==> src/seq_pkg.sv <==
package seq_pkg;
    localparam int LEVELS = 8;
    localparam int QUALS = 6;
    localparam int LVL_W = 3;
    localparam int ACT_W = 10;
    // configuration cell codes
    localparam logic [1:0] CELL_UNUSED = 2'h0;
    localparam logic [1:0] CELL_ADVANCE = 2'h1;
    localparam logic [1:0] CELL_RESET = 2'h2;
    // register byte offsets
    localparam logic [7:0] OFF_CTRL = 8'h00;
    localparam logic [7:0] OFF_STATUS = 8'h04;
    localparam logic [7:0] OFF_IRQ_STAT = 8'h08;
    localparam logic [7:0] OFF_IRQ_MASK = 8'h0C;
    localparam logic [7:0] OFF_GATE = 8'h10;
    localparam logic [7:0] OFF_ACTION = 8'h14;
    localparam logic [7:0] OFF_DEPTH = 8'h18;
    localparam logic [7:0] OFF_CELL0 = 8'h20;
    // field positions
    localparam int CTRL_LOAD_BIT = 0;
    localparam int IRQ_DONE_BIT = 0;
    localparam int IRQ_RESTART_BIT = 1;
    localparam int IRQ_W = 2;
    // reset values
    localparam logic [LEVELS-1:0] GATE_RESET = 8'hFF;
    localparam logic [ACT_W-1:0] ACTION_RESET = 10'h000;
    localparam logic [LVL_W-1:0] DEPTH_RESET = 3'h0;
    localparam logic [IRQ_W-1:0] MASK_RESET = 2'h0;
    // action select bits
    localparam int ACT_C1_DEC = 0;
    localparam int ACT_C1_START = 1;
    localparam int ACT_C1_STOP = 2;
    localparam int ACT_C1_RELOAD = 3;
    localparam int ACT_C2_DEC = 4;
    localparam int ACT_C2_START = 5;
    localparam int ACT_C2_STOP = 6;
    localparam int ACT_C2_RELOAD = 7;
    localparam int ACT_TRACE_DIS = 8;
    localparam int ACT_BREAK = 9;
    localparam logic [1:0] AXI_OKAY = 2'h0;
    localparam logic [1:0] AXI_SLVERR = 2'h2;
    typedef enum logic [1:0] {SEQ_IDLE, SEQ_WAIT} seq_state_t;
endpackage : seq_pkg

==> src/seq_cell_mem.sv <==
`timescale 1ns/1ps
// level-by-qualifier cell store, synchronous read port for the bus
module seq_cell_mem import seq_pkg::*; (
    // clock
    input wire logic clk,
    input wire logic arst_n,
    input wire logic ce,
    // write port
    input wire logic wr_en,
    input wire logic [LVL_W-1:0] wr_level,
    input wire logic [2*QUALS-1:0] wr_cells,
    // read port
    input wire logic [LVL_W-1:0] rd_level,
    output logic [2*QUALS-1:0] rd_cells_q,
    // full view for the matcher
    output logic [LEVELS*2*QUALS-1:0] all_cells
);
    logic [2*QUALS-1:0] mem_q [LEVELS];

    genvar g;
    generate
        for (g = 0; g < LEVELS; g++) begin : g_row
            always_ff @(posedge clk or negedge arst_n) begin
                if (!arst_n) begin
                    mem_q[g] <= '0;
                end else if (ce && wr_en && wr_level == g[LVL_W-1:0]) begin
                    mem_q[g] <= wr_cells;
                end
            end
            assign all_cells[g*2*QUALS +: 2*QUALS] = mem_q[g];
        end
    endgenerate

    always_ff @(posedge clk or negedge arst_n) begin
        if (!arst_n) begin
            rd_cells_q <= '0;
        end else if (ce) begin
            rd_cells_q <= mem_q[rd_level];
        end
    end
endmodule : seq_cell_mem

==> src/event_sequencer.sv <==
// The register offsets and the AXI4-Lite interface to the registers were chosen for this implementation.
`timescale 1ns/1ps
// Notes on behaviour
// - one current level of eight
// - advance is OR of enabled qualifiers
// - qualifiers: four matches, two counter zeros
// - wait level one, then step upward
// - last level matched: complete, back to one
// - qualifiers not enabled are ignored
// - one qualifier may serve several levels
// - any enabled qualifier advances the level
// - completion strobe and action selection output apart, ANDed outside
// - reset qualifier returns to level one
// - reset cells act only at own level
// - advance beats reset in same cycle
// - trace start honoured only when gated
// - trace gate defaults on for all levels
module event_sequencer import seq_pkg::*; (
    // clock and reset
    input wire logic clk,
    input wire logic arst_n,
    input wire logic ce,
    // qualifiers, same clock domain
    input wire logic event_a_match,
    input wire logic event_b_match,
    input wire logic event_c_match,
    input wire logic event_d_match,
    input wire logic counter_one_zero,
    input wire logic counter_two_zero,
    input wire logic trace_start_req,
    // outputs
    output logic [LVL_W-1:0] level_q,
    output logic seq_done_q,
    output logic trace_start_ok,
    output logic [ACT_W-1:0] action_q,
    output logic trigger_q,
    output logic irq,
    // axi4-lite slave
    input wire logic [7:0] s_awaddr,
    input wire logic s_awvalid,
    output logic s_awready,
    input wire logic [31:0] s_wdata,
    input wire logic [3:0] s_wstrb,
    input wire logic s_wvalid,
    output logic s_wready,
    output logic [1:0] s_bresp,
    output logic s_bvalid,
    input wire logic s_bready,
    input wire logic [7:0] s_araddr,
    input wire logic s_arvalid,
    output logic s_arready,
    output logic [31:0] s_rdata,
    output logic [1:0] s_rresp,
    output logic s_rvalid,
    input wire logic s_rready
);
    logic [QUALS-1:0] quals;
    logic [LEVELS*2*QUALS-1:0] all_cells;
    logic [2*QUALS-1:0] rd_cells_q;
    logic [LEVELS-1:0] gate_q;
    logic [LVL_W-1:0] depth_q;
    logic [IRQ_W-1:0] irq_stat_q, irq_mask_q;
    logic load_pulse;
    logic advance, restart, last_level;
    seq_state_t state_q;

    assign quals = {counter_two_zero, counter_one_zero,
                    event_d_match, event_c_match, event_b_match, event_a_match};

    // cell decode shared by both match kinds
    function automatic logic [QUALS-1:0] cells_of(input logic [2*QUALS-1:0] row, input logic [1:0] code);
        logic [QUALS-1:0] r;
        r = '0;
        for (int i = 0; i < QUALS; i++) begin
            r[i] = (row[2*i +: 2] == code);
        end
        return r;
    endfunction : cells_of

    // cell rows sit in one window; both bus sides decode it the same way
    function automatic logic in_cell_window(input logic [7:0] addr);
        return addr >= OFF_CELL0 && addr < OFF_CELL0 + 8'(4 * LEVELS);
    endfunction : in_cell_window

    logic [2*QUALS-1:0] cur_row;
    assign cur_row = all_cells[level_q*2*QUALS +: 2*QUALS];
    // only the current level's cells count, so stray qualifiers do nothing
    assign advance = |(quals & cells_of(cur_row, CELL_ADVANCE));
    assign restart = |(quals & cells_of(cur_row, CELL_RESET));
    assign last_level = (level_q == depth_q);

    // axi write side
    logic aw_hold_q, w_hold_q;
    logic [7:0] aw_addr_q;
    logic [31:0] w_data_q;
    logic [3:0] w_strb_q;
    logic wr_go;
    // read level is held so a cell row cannot change under a standing rvalid
    logic [LVL_W-1:0] rd_lvl_q;
    logic wr_hit_cell, wr_ok;
    assign s_awready = !aw_hold_q && !s_bvalid;
    assign s_wready = !w_hold_q && !s_bvalid;
    assign wr_go = aw_hold_q && w_hold_q && !s_bvalid;
    assign wr_hit_cell = in_cell_window(aw_addr_q);
    assign wr_ok = wr_hit_cell || aw_addr_q == OFF_CTRL || aw_addr_q == OFF_STATUS || aw_addr_q == OFF_IRQ_STAT
                   || aw_addr_q == OFF_IRQ_MASK || aw_addr_q == OFF_GATE || aw_addr_q == OFF_ACTION
                   || aw_addr_q == OFF_DEPTH;
    assign load_pulse = ce && wr_go && aw_addr_q == OFF_CTRL && w_strb_q[0] && w_data_q[CTRL_LOAD_BIT];

    always_ff @(posedge clk or negedge arst_n) begin
        if (!arst_n) begin
            aw_hold_q <= 1'b0;
            w_hold_q <= 1'b0;
            aw_addr_q <= 8'h00;
            w_data_q <= 32'h0000_0000;
            w_strb_q <= 4'h0;
            s_bvalid <= 1'b0;
            s_bresp <= AXI_OKAY;
        end else if (ce) begin
            if (s_awvalid && s_awready) begin
                aw_hold_q <= 1'b1;
                aw_addr_q <= {s_awaddr[7:2], 2'b00};
            end
            if (s_wvalid && s_wready) begin
                w_hold_q <= 1'b1;
                w_data_q <= s_wdata;
                w_strb_q <= s_wstrb;
            end
            if (wr_go) begin
                aw_hold_q <= 1'b0;
                w_hold_q <= 1'b0;
                s_bvalid <= 1'b1;
                s_bresp <= wr_ok ? AXI_OKAY : AXI_SLVERR;
            end else if (s_bvalid && s_bready) begin
                s_bvalid <= 1'b0;
            end
        end
    end

    always_ff @(posedge clk or negedge arst_n) begin
        if (!arst_n) begin
            gate_q <= GATE_RESET;
            action_q <= ACTION_RESET;
            depth_q <= DEPTH_RESET;
            irq_mask_q <= MASK_RESET;
        end else if (ce && wr_go && w_strb_q[0]) begin
            case (aw_addr_q)
                OFF_GATE: gate_q <= w_data_q[LEVELS-1:0];
                OFF_DEPTH: depth_q <= w_data_q[LVL_W-1:0];
                OFF_IRQ_MASK: irq_mask_q <= w_data_q[IRQ_W-1:0];
                OFF_ACTION: action_q <= {w_strb_q[1] ? w_data_q[ACT_W-1:8] : action_q[ACT_W-1:8],
                                         w_data_q[7:0]};
                default: ;
            endcase
        end
    end

    seq_cell_mem u_cells (
        .clk(clk),
        .arst_n(arst_n),
        .ce(ce),
        .wr_en(wr_go && wr_hit_cell && w_strb_q[0] && w_strb_q[1]),
        .wr_level(aw_addr_q[LVL_W+1:2]),
        .wr_cells(w_data_q[2*QUALS-1:0]),
        .rd_level(s_rvalid ? rd_lvl_q : s_araddr[LVL_W+1:2]),
        .rd_cells_q(rd_cells_q),
        .all_cells(all_cells)
    );

    // axi read side: one cycle to rvalid, cell data from the memory register
    logic rd_cell_q;
    logic [31:0] rd_reg_q;
    assign s_arready = !s_rvalid;
    assign s_rdata = rd_cell_q ? {20'h00000, rd_cells_q} : rd_reg_q;
    always_ff @(posedge clk or negedge arst_n) begin
        if (!arst_n) begin
            s_rvalid <= 1'b0;
            s_rresp <= AXI_OKAY;
            rd_cell_q <= 1'b0;
            rd_reg_q <= 32'h0000_0000;
            rd_lvl_q <= '0;
        end else if (ce) begin
            if (s_arvalid && s_arready) begin
                s_rvalid <= 1'b1;
                s_rresp <= AXI_OKAY;
                rd_cell_q <= 1'b0;
                rd_reg_q <= 32'h0000_0000;
                if (in_cell_window(s_araddr)) begin
                    rd_cell_q <= 1'b1;
                    rd_lvl_q <= s_araddr[LVL_W+1:2];
                end else begin
                    case ({s_araddr[7:2], 2'b00})
                        OFF_CTRL: ;
                        OFF_STATUS: rd_reg_q <= {27'h0, seq_done_q, 1'b0, level_q};
                        OFF_IRQ_STAT: rd_reg_q <= {30'h0, irq_stat_q};
                        OFF_IRQ_MASK: rd_reg_q <= {30'h0, irq_mask_q};
                        OFF_GATE: rd_reg_q <= {24'h0, gate_q};
                        OFF_ACTION: rd_reg_q <= {22'h0, action_q};
                        OFF_DEPTH: rd_reg_q <= {29'h0, depth_q};
                        default: s_rresp <= AXI_SLVERR;
                    endcase
                end
            end else if (s_rvalid && s_rready) begin
                s_rvalid <= 1'b0;
            end
        end
    end

    // sequencer level machine
    always_ff @(posedge clk or negedge arst_n) begin
        if (!arst_n) begin
            state_q <= SEQ_IDLE;
            level_q <= '0;
            seq_done_q <= 1'b0;
        end else if (ce) begin
            seq_done_q <= 1'b0;
            if (load_pulse) begin
                state_q <= SEQ_WAIT;
                level_q <= '0;
            end else begin
                case (state_q)
                    SEQ_IDLE: state_q <= SEQ_WAIT;
                    SEQ_WAIT: begin
                        // advance tested first so it wins over restart
                        if (advance) begin
                            if (last_level) begin
                                level_q <= '0;
                                seq_done_q <= 1'b1;
                            end else begin
                                level_q <= level_q + 3'h1;
                            end
                        end else if (restart) begin
                            level_q <= '0;
                        end
                    end
                    default: state_q <= SEQ_IDLE;
                endcase
            end
        end
    end

    assign trace_start_ok = trace_start_req && gate_q[level_q];

    // action_q selects, seq_done_q strobes; outside logic ANDs the two
    // trigger always mirrors completion, whatever the selection holds
    always_ff @(posedge clk or negedge arst_n) begin
        if (!arst_n) begin
            trigger_q <= 1'b0;
        end else if (ce) begin
            trigger_q <= advance && last_level && state_q == SEQ_WAIT && !load_pulse;
        end
    end

    always_ff @(posedge clk or negedge arst_n) begin
        if (!arst_n) begin
            irq_stat_q <= '0;
        end else if (ce) begin
            // set beats a same-cycle write-one clear
            irq_stat_q <= (irq_stat_q & ~((wr_go && aw_addr_q == OFF_IRQ_STAT && w_strb_q[0])
                                          ? w_data_q[IRQ_W-1:0] : 2'h0))
                          | {restart && !advance && state_q == SEQ_WAIT, seq_done_q};
        end
    end
    assign irq = |(irq_stat_q & irq_mask_q);

    a_done_resets_level: assert property (@(posedge clk) disable iff (!arst_n)
        $rose(seq_done_q) |-> level_q == 3'h0) else $error("level not back to one after done");
    a_advance_steps: assert property (@(posedge clk) disable iff (!arst_n)
        ce && state_q == SEQ_WAIT && advance && !last_level && !load_pulse |=> level_q == $past(level_q) + 3'h1)
        else $error("level did not step");
    a_advance_beats_reset: assert property (@(posedge clk) disable iff (!arst_n)
        ce && state_q == SEQ_WAIT && advance && restart && !last_level && !load_pulse |=> level_q != 3'h0)
        else $error("reset won over advance");
    a_reset_to_one: assert property (@(posedge clk) disable iff (!arst_n)
        ce && state_q == SEQ_WAIT && restart && !advance |=> level_q == 3'h0) else $error("reset ignored");
    a_idle_holds: assert property (@(posedge clk) disable iff (!arst_n)
        ce && state_q == SEQ_WAIT && !advance && !restart && !load_pulse |=> $stable(level_q))
        else $error("level moved with no qualifier");
    a_done_one_cycle: assert property (@(posedge clk) disable iff (!arst_n)
        seq_done_q && ce |=> !seq_done_q) else $error("done wider than one cycle");
    a_trace_gate: assert property (@(posedge clk) disable iff (!arst_n)
        trace_start_ok |-> gate_q[level_q]) else $error("trace start outside gated level");
    a_load_clears: assert property (@(posedge clk) disable iff (!arst_n)
        load_pulse |=> level_q == 3'h0 && !seq_done_q) else $error("load did not restart");
    c_complete: cover property (@(posedge clk) disable iff (!arst_n) seq_done_q);
    c_restart: cover property (@(posedge clk) disable iff (!arst_n) state_q == SEQ_WAIT && restart && level_q != 3'h0);
    c_clash: cover property (@(posedge clk) disable iff (!arst_n) state_q == SEQ_WAIT && restart && advance);
    c_full_depth: cover property (@(posedge clk) disable iff (!arst_n) level_q == 3'h7);
    c_trace_open: cover property (@(posedge clk) disable iff (!arst_n) trace_start_ok);

    // trigger and completion come from one condition, so they always coincide
    a_trigger_with_done: assert property (@(posedge clk) disable iff (!arst_n)
        trigger_q == seq_done_q) else $error("trigger and completion differ");
    a_done_sets_irq: assert property (@(posedge clk) disable iff (!arst_n)
        ce && seq_done_q |=> irq_stat_q[IRQ_DONE_BIT]) else $error("completion not latched");
    a_restart_sets_irq: assert property (@(posedge clk) disable iff (!arst_n)
        ce && state_q == SEQ_WAIT && restart && !advance |=> irq_stat_q[IRQ_RESTART_BIT])
        else $error("restart not latched");
    a_trace_open: assert property (@(posedge clk) disable iff (!arst_n)
        trace_start_req && gate_q[level_q] |-> trace_start_ok) else $error("gated trace start refused");
    // bus answers must stand until taken
    a_rdata_holds: assert property (@(posedge clk) disable iff (!arst_n)
        s_rvalid && !s_rready |=> s_rvalid && $stable(s_rdata) && $stable(s_rresp))
        else $error("read answer moved before taken");
    a_bresp_holds: assert property (@(posedge clk) disable iff (!arst_n)
        s_bvalid && !s_bready |=> s_bvalid && $stable(s_bresp)) else $error("write answer moved before taken");
    a_write_refused: assert property (@(posedge clk) disable iff (!arst_n)
        s_bvalid |-> !s_awready && !s_wready) else $error("write taken under open response");
    a_read_refused: assert property (@(posedge clk) disable iff (!arst_n)
        s_rvalid |-> !s_arready) else $error("read taken under open response");
endmodule : event_sequencer

==> config.mk <==
export PLATFORM = sky130hd
export DESIGN_NAME = event_sequencer
export DESIGN_NICKNAME = d
export VERILOG_FILES = /design/src/seq_pkg.sv /design/src/seq_cell_mem.sv /design/src/event_sequencer.sv
export SDC_FILE = /design/constraint.sdc
export NUM_CORES = 1
export LEC_CHECK = 0
export BUFFER_PORTS_ARGS = -buffer_cell sky130_fd_sc_hd__buf_2
export CAP_MARGIN = 20
export CORE_MARGIN = 10
export CORE_UTILIZATION = 60
export CTS_CLUSTER_DIAMETER = 50
export CTS_CLUSTER_SIZE = 20
export DETAILED_ROUTE_END_ITERATION = 12
export PLACE_DENSITY_LB_ADDON = 0.25
export SLEW_MARGIN = 15
export SYNTH_ARGS = -nofsm -noshare
export SYNTH_HDL_FRONTEND = slang
export SYNTH_SLANG_ARGS = --single-unit
==> constraint.sdc <==
create_clock -name clk -period 7 [get_ports clk]
set_input_delay 0.7 -clock clk [delete_from_list [all_inputs] [get_ports clk]]
set_output_delay 0.7 -clock clk [all_outputs]
set_load 0.01 [all_outputs]
==> reports/results.tsv, run 1 <==
metric	value	unit
outcome	completed	
largest area contributor in the netlist	dfrtp_1	
CP required	7.31	ns
first-pass GRT wire length	33900	um
fin crit period	3.41	ns
largest net degree at the start of global routing	91	
nets	788	
# DRC	0	
clk_skew	0.00935	ns
Worst Setup Start Kind	primary input	
Worst-Margin Slew	0.867	ns
clock root buffer	clkbuf_16	
clock sink count	178	
CP Data Arrival Time	3.72	ns
met3 Use GR	4.68	%
number of buffers created by CTS	17	
initial antenna violation count	0	
Post-synth top cells	dfrtp_1, mux2_2, mux4_2, nand2_1	
initial DRC count	558	
Pre-antenna DRT Iters	5	
CP cell instances	buf_2, buf_4, nand4b_1, or4b_1, nor3_1, nand3_1, mux2_2	
met1 Usage GRT	27.7	%
Setup crit end kind	register	
CTS tree	yes	
core area	14700	um2
Reg-to-Reg Start	s_bvalid	
register clock-pin slew on the reported worst setup and hold paths	0.07	ns
Die Y	143	um
DR WL/cell	23.5	um
Syn Std Cell Area	9070	um2
power share of the clock group	33.1	%
Final Max Slew Viols	0	
Syn-to-layout area delta	11.4	%
Main synth FF type	dfrtp_1	
Syn Area/Cell	13.7	um2
layout cell share with drive strength beyond 1	47.1	%
worst rel slew slack	42.0	%
Mapped Cells	661	
row count	44	
r2r worst-path depth	5	
Synth top area share	46.9	%
yosys warns	0	
Worst Setup SP	ce	
Worst Hold Slack	0.340	ns
H-tree Lvls	4	
fmax	293	MHz
GRT busiest layer	met2	
final core utilization	68.8	%
CP max FO	34	
sequential power share	48.7	%
CTS max path bufs	2	
average vias per placed instance	6.34	
Pleak	4.85	nW
period utilisation layout	48.7	%
Worst-Skew Late Latency	0.43	ns
IO Pins	125	
top-count cell post-synth	dfrtp_1	
post-CTS setup buffer count	0	
critical path type	in -> reg	
hold_buf cts	0	
antenna cell count	0	
hpwl dp	14200	um
Net Sw Power	0.892	mW
RSZ-0062 raised after global routing	no	
die width	143	um
largest stage delay on the critical path	0.73	ns
Total Wirelength	21500	um
flops & latches, synth	178	
port buffer count	76	
RD Place Congestion	0.804	
cts repair resizes	0	
die footprint	20400	um2
most area-consuming cells after synthesis	dfrtp_1, mux2_2, mux4_2	
met2 global-route usage	36.0	%
power density cells	286	nW/um2
fillers	1019	
Vias	5815	
EDFF count, synth	0	
type of the worst min-delay path	in -> async	
final hold viol count	0	
Setup violations, final	0	
switching part of the total power	30.9	%
Peak VDD IR	0.186	mV
Post-synth ARST share	100	%
internal cell power	2.00	mW
max-cap violations	0	
gr usage total	21.6	%
Congestion Overflow GR	0	
effective utilization at floorplan	61.7	%
Netlist cell types	53	
setup_tns	0	ns
number of global-route vias before repair	6031	
Post-DRT Antenna Nets	0	
combinational share of power	18.2	%
Seq/Total Area, Yosys	49.2	%
CP max stage cell	nand3_1	
-- metal layers --
layer | part of all wire [%] | wire length [um]
met1 | 42 | 9020
met2 | 49 | 10600
met3 | 7.3 | 1560
met4 | 1.7 | 363
met5 | 0 | 0
-- path summary, 6_finish.rpt --
path	endpoint	slack, ns
max in group asynchronous	u_cells.all_cells[65]	5.38
worst max register to register	u_cells.all_cells[46]	3.76
worst min register to register	rd_reg_q[7]	0.47
worst max-delay path	u_cells.all_cells[46]	3.59
min in group clk	rd_reg_q[7]	0.47
worst min-delay path	s_bresp[1]	0.34
-- cells by family after synthesis --
logic type | synth area share (%)
muxes | 35.7
DFF | 49.2
and+or+nand+nor | 6.81
buffers and inverters | 4.34
AOI/OAI and AO/OA | 3.45
xor gates and xnor gates | 0.290
adders and majority gates | 0.138
other | 0.0413
-- cell type report --
cell class	count	area (um2)	area share [%]
clock buffer	18	439	4.34
inverter	5	18.8	0.186
clock inverter	14	155	1.53
sequential	178	4470	44.2
tap	184	230	2.28
timing repair buffer	87	473	4.68
multi-input combinational	431	4330	42.8
-- sequential cells by signal, summed over array words and instances (netlist names) --
register and count:
u_cells.all_cells 96, u_cells.rd_cells_q 12, w_data_q 12, action_q 10, rd_reg_q 10, gate_q 8, aw_addr_q 6, depth_q 3
level_q 3, rd_lvl_q 3, irq_mask_q 2, irq_stat_q 2, w_strb_q 2, aw_hold_q 1, rd_cell_q 1, s_bresp 1
s_bvalid 1, s_rresp 1, s_rvalid 1, seq_done_q 1, state_q 1, w_hold_q 1
-- cell usage in the layout, fill, tap and decap left out, types with 3 or more instances in the layout --
cell        count
a21oi_1        13
a22o_1          3
a32o_1          3
and2_1          5
buf_2          75
buf_4          10
clkbuf_16      17
clkinv_4        3
clkinvlp_4      4
conb_1         22
dfrtp_1       169
dfstp_2         8
inv_1           5
mux2_2        161
mux2i_1        24
mux4_1          8
mux4_2         42
nand2_1        40
nand2b_1        3
nand3_1        11
nand3b_1        3
nor2_1         26
nor2b_1         4
nor3_1          6
o21ai_0        12
o31ai_1         4
xor2_1          3
-- power by group through the flow --
stage	Sequential, mW	Clock [mW]	Combinational [mW]
floorplan	1.29	0	0.445
global placement	1.40	0	0.514
detailed placement	1.42	0	0.529
CTS	1.40	0.964	0.532
global route	1.43	1.02	0.574
finish	1.41	0.957	0.526
-- stage by stage --
stage	area [um2]	instances	total power, mW	setup WS, ns
after floorplan	9150	682	1.74	4.33
after detailed placement	9510	885	1.95	3.17
final	10100	917	2.89	3.59
after global placement	9510	885	1.92	3.32
after CTS	10100	917	2.90	3.61
after global routing	10100	917	3.02	3.50
-- worst max-delay path: cells and delay by family --
family	cells	cell delay, ns
muxes	1	0.54
buffers and inverters	2	0.40
and+or+nand+nor	4	2.08
No activity file was read; power rests on OpenSTA's default activity.
==> inputs of run 2 (changes only) <==
--- a/config.mk
+++ b/config.mk
@@ -8,7 +8,7 @@
 export BUFFER_PORTS_ARGS = -buffer_cell sky130_fd_sc_hd__buf_2
 export CAP_MARGIN = 20
 export CORE_MARGIN = 10
-export CORE_UTILIZATION = 60
+export CORE_UTILIZATION = 58
 export CTS_CLUSTER_DIAMETER = 50
 export CTS_CLUSTER_SIZE = 20
 export DETAILED_ROUTE_END_ITERATION = 12
==> constraint.sdc (replaced) <==
create_clock -name clk -period 3.3 [get_ports clk]
set_input_delay 0.33 -clock clk [delete_from_list [all_inputs] [get_ports clk]]
set_output_delay 0.33 -clock clk [all_outputs]
set_load 0.01 [all_outputs]
==> reports/results.tsv, run 2 (synthesis gave the netlist of run 1 again) <==
metric	value	unit
CP max FO	12	
Post-Place Setup Slack	0.302	ns
DR WL/cell	22.5	um
row count	45	
Register Area	4470	um2
register clock-pin slew on the reported worst setup and hold paths	0.06	ns
Pre-antenna DRT Iters	5	
CTS tree	yes	
Syn-to-layout area delta	13.1	%
final hold viol count	25	
hold_buf cts	0	
r2r worst-path depth	5	
Worst Setup SP	s_bvalid	
CTS max path bufs	2	
CP max stage cell	or4b_1	
Peak VDD IR	0.418	mV
post-CTS setup buffer count	0	
# DRC	0	
type of the worst min-delay path	in -> async	
initial DRC count	495	
Critical R2R Capture	u_cells.all_cells[21]	
period utilisation layout	92.8	%
Multi-input gate area	4330	um2
Worst R2R Setup Slack	0.24	ns
non-filler cells, final	953	
buffers plus inverters on the worst setup path	0	
crit path capture	u_cells.all_cells[21]	
Setup violations, final	0	
cts repair resizes	0	
max FFs per register	96	
placed cells	921	
RSZ-0062 raised after global routing	no	
Pleak	4.93	nW
final core utilization	67.3	%
RD Place Congestion	0.826	
Vias	5775	
die footprint	21000	um2
initial antenna violation count	0	
largest stage delay on the critical path	0.61	ns
fmax	327	MHz
Die Y	145	um
layout cell share with drive strength beyond 1	47.4	%
power density cells	611	nW/um2
IO Pins	125	
outcome	complete, but fails checks	
CP cell instances	nand4b_1, or4b_1, nor3_1, nand2_1, mux2_2	
Congestion Overflow GR	0	
Final Max Slew Viols	0	
commonest non-fill, non-tap cells in the layout	dfrtp_1, mux2_2, buf_2	
hpwl dp	14700	um
clock root buffer	clkbuf_16	
clock sink count	178	
clk_skew	0.00918	ns
Worst-Margin Slew	0.949	ns
average vias per placed instance	6.06	
Total Wirelength	21500	um
Reg-to-Reg Start	s_bvalid	
CP Data Arrival Time	3.37	ns
gr usage total	20.8	%
leading cell type in the layout, fill and taps excluded	dfrtp_1	
critical path type	reg -> reg	
port buffer count	76	
Cell Area, Placed	9620	um2
effective utilization at floorplan	59.5	%
CP required	3.61	ns
worst rel slew slack	36.7	%
Post-Layout Inst Area	10300	um2
post-route setup slack	0.239	ns
number of buffers created by CTS	17	
die width	145	um
antenna cell count	0	
total power draw	6.28	mW
Post-DRT Antenna Nets	0	
first-pass GRT wire length	34600	um
H-tree Lvls	4	
Worst-Skew Late Latency	0.43	ns
max-cap violations	0	
setup_tns	0	ns
failing checks	negative hold slack	
largest net degree at the start of global routing	93	
Setup crit end kind	register	
fin crit period	3.06	ns
Crit path max-delay family	simple AND/OR/NAND/NOR gates	
Worst Hold Slack	-0.0339	ns
WP depth	5	
number of global-route vias before repair	6094	
core area	15300	um2
Worst Setup Start Kind	register	
nets	797	
fillers	1051	
## run 2: cell types whose count changed in the layout (fill, tap and decap cells not counted), sizes merged
cell	change
clkinvlp	-3
clkinv	-1
bufinv	+2
inv	-3
clkbuf	+5
buf	+9
## run 2: worst min-delay path by stage
stage / start / end / slack [ns] / cells past startpoint
after global placement: state_q[0] / state_q[0] / 0.45 / 1
after detailed placement: arst_n / action_q[0] / 0.46 / 1
final: arst_n / aw_hold_q / -0.03 / 1
after floorplan: arst_n / action_q[0] / 0.03 / 0
after CTS: arst_n / s_bresp[1] / 0.005 / 1
after global routing: arst_n / aw_hold_q / 0.04 / 1
## run 2: cell type report
cell class	count	share of cell area, %
flip-flops and latches	178	43.5
clock buffers	23	4.75
repair buffers	96	5.35
well taps	211	2.57
multi-input cells	431	42.2
inverters	5	0.183
clock inverters	9	1.48
## run 2: where the power goes
| group | switching [mW] | leakage, nW | internal (mW) |
|---|---|---|---|
| sequential | 0.491 | 2.37 | 2.51 |
| combinational | 0.523 | 2.25 | 0.594 |
| clock | 0.815 | 0.313 | 1.35 |
## run 2: metal layers
| layer | vias to the layer above | routed length (um) | global-route usage, % |
|---|---|---|---|
| met5 | - | 0 | 0 |
| met4 | 0 | 295 | 5.06 |
| met3 | 27 | 1430 | 5.06 |
| met2 | 210 | 10400 | 33.7 |
| met1 | 2987 | 9320 | 27.6 |
| li1 | 2551 | - | - |
==> inputs of run 3 (changes only) <==
--- a/config.mk
+++ b/config.mk
@@ -5,14 +5,16 @@
 export SDC_FILE = /design/constraint.sdc
 export NUM_CORES = 1
 export LEC_CHECK = 0
+export ABC_AREA = 1
 export BUFFER_PORTS_ARGS = -buffer_cell sky130_fd_sc_hd__buf_2
 export CAP_MARGIN = 20
 export CORE_MARGIN = 10
-export CORE_UTILIZATION = 58
+export CORE_UTILIZATION = 60
 export CTS_CLUSTER_DIAMETER = 50
 export CTS_CLUSTER_SIZE = 20
 export DETAILED_ROUTE_END_ITERATION = 12
 export PLACE_DENSITY_LB_ADDON = 0.25
+export SKIP_CTS_REPAIR_TIMING = 1
 export SLEW_MARGIN = 15
 export SYNTH_ARGS = -nofsm -noshare
 export SYNTH_HDL_FRONTEND = slang
==> constraint.sdc (replaced) <==
create_clock -name clk -period 3.6 [get_ports clk]
set_input_delay 0.36 -clock clk [delete_from_list [all_inputs] [get_ports clk]]
set_output_delay 0.36 -clock clk [all_outputs]
set_load 0.01 [all_outputs]
==> reports/results.tsv, run 3 <==
metric	value	unit
EDFF count, synth	0	
Setup violations, final	0	
max FFs per register	96	
Worst-Skew Late Latency	0.44	ns
Worst Setup SP	level_q[0]	
Worst-Margin Slew	0.885	ns
Vias	8693	
CP max FO	31	
power density cells	556	nW/um2
row count	45	
commonest non-fill, non-tap cells in the layout	nand2_1, o21ai_0, dfrtp_1	
Seq/Total Area, Yosys	47.1	%
Post-Synth Simple-Gate Area	25.1	%
mux cell area share after synthesis	0	%
layout cell share with drive strength beyond 1	11.7	%
number of buffers created by CTS	17	
internal cell power	3.84	mW
total power draw	5.81	mW
Syn Area/Cell	7.44	um2
Final Max Slew Viols	0	
antenna cell count	0	
sequential power share	43.0	%
outcome	completed	
Die Y	146	um
Worst Setup Start Kind	register	
Critical R2R Capture	level_q[0]	
RD Place Congestion	0.871	
Setup crit end kind	output port	
Synth top area share	44.8	%
Netlist cell types	40	
Post-Synth XOR/XNOR Area	0.369	%
# DRC	0	
Post-synth ARST share	100	%
Syn-to-layout area delta	10.0	%
worst rel slew slack	41.0	%
type of the worst min-delay path	in -> async	
initial DRC count	1042	
Reg-to-Reg Start	level_q[0]	
clock sink count	178	
Post-Layout Inst Area	10400	um2
Main synth FF type	dfrtp_1	
nets	1374	
port buffer count	76	
top-count cell post-synth	nand2_1	
average vias per placed instance	5.68	
combinational share of power	22.7	%
first-pass GRT wire length	42800	um
flops & latches, synth	178	
r2r worst-path depth	14	
IO Pins	125	
setup_tns	0	ns
initial antenna violation count	0	
DR WL/cell	17.3	um
Peak VDD IR	0.372	mV
Pleak	4.92	nW
Net Sw Power	1.96	mW
critical path type	reg -> out	
largest net degree at the start of global routing	99	
gr usage total	24.6	%
CTS max path bufs	2	
post-synthesis adder-cell area fraction	0.132	%
period utilisation layout	69.3	%
Congestion Overflow GR	0	
core area	15400	um2
register clock-pin slew on the reported worst setup and hold paths	0.07	ns
Post-synth top cells	nand2_1, o21ai_0, dfrtp_1, inv_1, nand3_1	
final hold viol count	0	
effective utilization at floorplan	61.7	%
Total Wirelength	26400	um
largest area contributor in the netlist	dfrtp_1	
CTS tree	yes	
number of global-route vias before repair	8368	
most area-consuming cells after synthesis	dfrtp_1, nand2_1, o21ai_0	
clk_skew	0.0106	ns
Mapped Cells	1275	
leading cell type in the layout, fill and taps excluded	nand2_1	
fmax	401	MHz
CP Data Arrival Time	2.13	ns
Post-DRT Antenna Nets	0	
H-tree Lvls	4	
fin crit period	2.49	ns
power share of the clock group	34.3	%
hpwl dp	17100	um
clock root buffer	clkbuf_16	
switching part of the total power	33.8	%
die width	146	um
CP required	3.24	ns
main combinational cell family by area after synthesis	simple AND/OR/NAND/NOR gates	
RSZ-0062 raised after global routing	no	
yosys warns	0	
Cell Area, Placed	9810	um2
Worst R2R Setup Slack	1.17	ns
die footprint	21200	um2
max-cap violations	0	
Syn Std Cell Area	9490	um2
Pre-antenna DRT Iters	6	
post-synthesis compound-gate area fraction	16.3	%
[run 3: cell types whose count changed in the layout (fill, tap and decap cells not counted), moves of 12 or more]
cell / before / now
nand3_1: 11 / 70
mux2i_1: 24 / 0
a21oi_1: 13 / 47
mux2_2: 161 / 0
nand2_1: 40 / 403
o21ai_0: 12 / 184
nor2_1: 26 / 65
inv_1: 5 / 127
mux4_2: 42 / 0
nand3_2: 0 / 12
o21ai_1: 0 / 29
[run 3: worst max path at each step]
stage	slack [ns]	end	cells past startpoint
detailed placement	1.27	u_cells.rd_cells_q[3]	9
CTS	1.14	trace_start_ok	7
finish	1.11	trace_start_ok	7
global route	0.96	trace_start_ok	7
global placement	1.30	u_cells.rd_cells_q[3]	9
floorplan	1.88	trace_start_ok	8
[run 3: stage by stage]
stage	cells	worst slack, ns	utilization, %	hold WS [ns]
5_1_grt	1530	0.960	67.9	0.0871
4_1_cts	1530	1.14	67.9	0.0539
2_1_floorplan	1296	1.88	-	0.0644
3_5_place_dp	1498	1.27	63.8	0.453
6_report	1530	1.11	67.9	0.0159
3_3_place_gp	1498	1.30	63.8	0.450
[run 3: cell families after synthesis]
group                    Yosys count
AND/OR/NAND/NOR                  571
AO/OA/AOI/OAI                    290
buffers and inverters            230
flip-flops                       178
XOR/XNOR                           4
adder cells (fa/ha/maj)            1
other                              1
[run 3: routing by layer]
metal	track usage [%]	part of all wire (%)	wire length [um]	up-vias
met1	31.8	41	10900	4035
met5	0	0	0	-
met2	38.2	46	12200	470
met4	10.9	3.2	840	0
li1	-	-	-	4112
met3	6.40	9.6	2540	76
[run 3: worst max-delay path, cell delays in order (launching register included)]
cell	delay (ns)
dfrtp_2	0.54
inv_2	0.53
a21oi_1	0.13
o21ai_0	0.10
nand3_1	0.10
nand2_1	0.07
a31oi_1	0.03
buf_2	0.18
[run 3: layout make-up]
class,instances,area [um2]
repair buffers,87,507
clock inverters,11,176
well taps,211,264
fillers,1268,4930
clock buffers,21,450
flip-flops and latches,178,4470
inverters,134,505
multi-input cells,888,4070
[run 3: power by group through the flow]
stage | logic (mW) | registers (mW) | clock network (mW)
floorplan | 0.883 | 2.48 | 0
global placement | 1.26 | 2.51 | 0
detailed placement | 1.29 | 2.52 | 0
CTS | 1.31 | 2.49 | 2.00
global route | 1.47 | 2.53 | 2.08
finish | 1.32 | 2.50 | 1.99
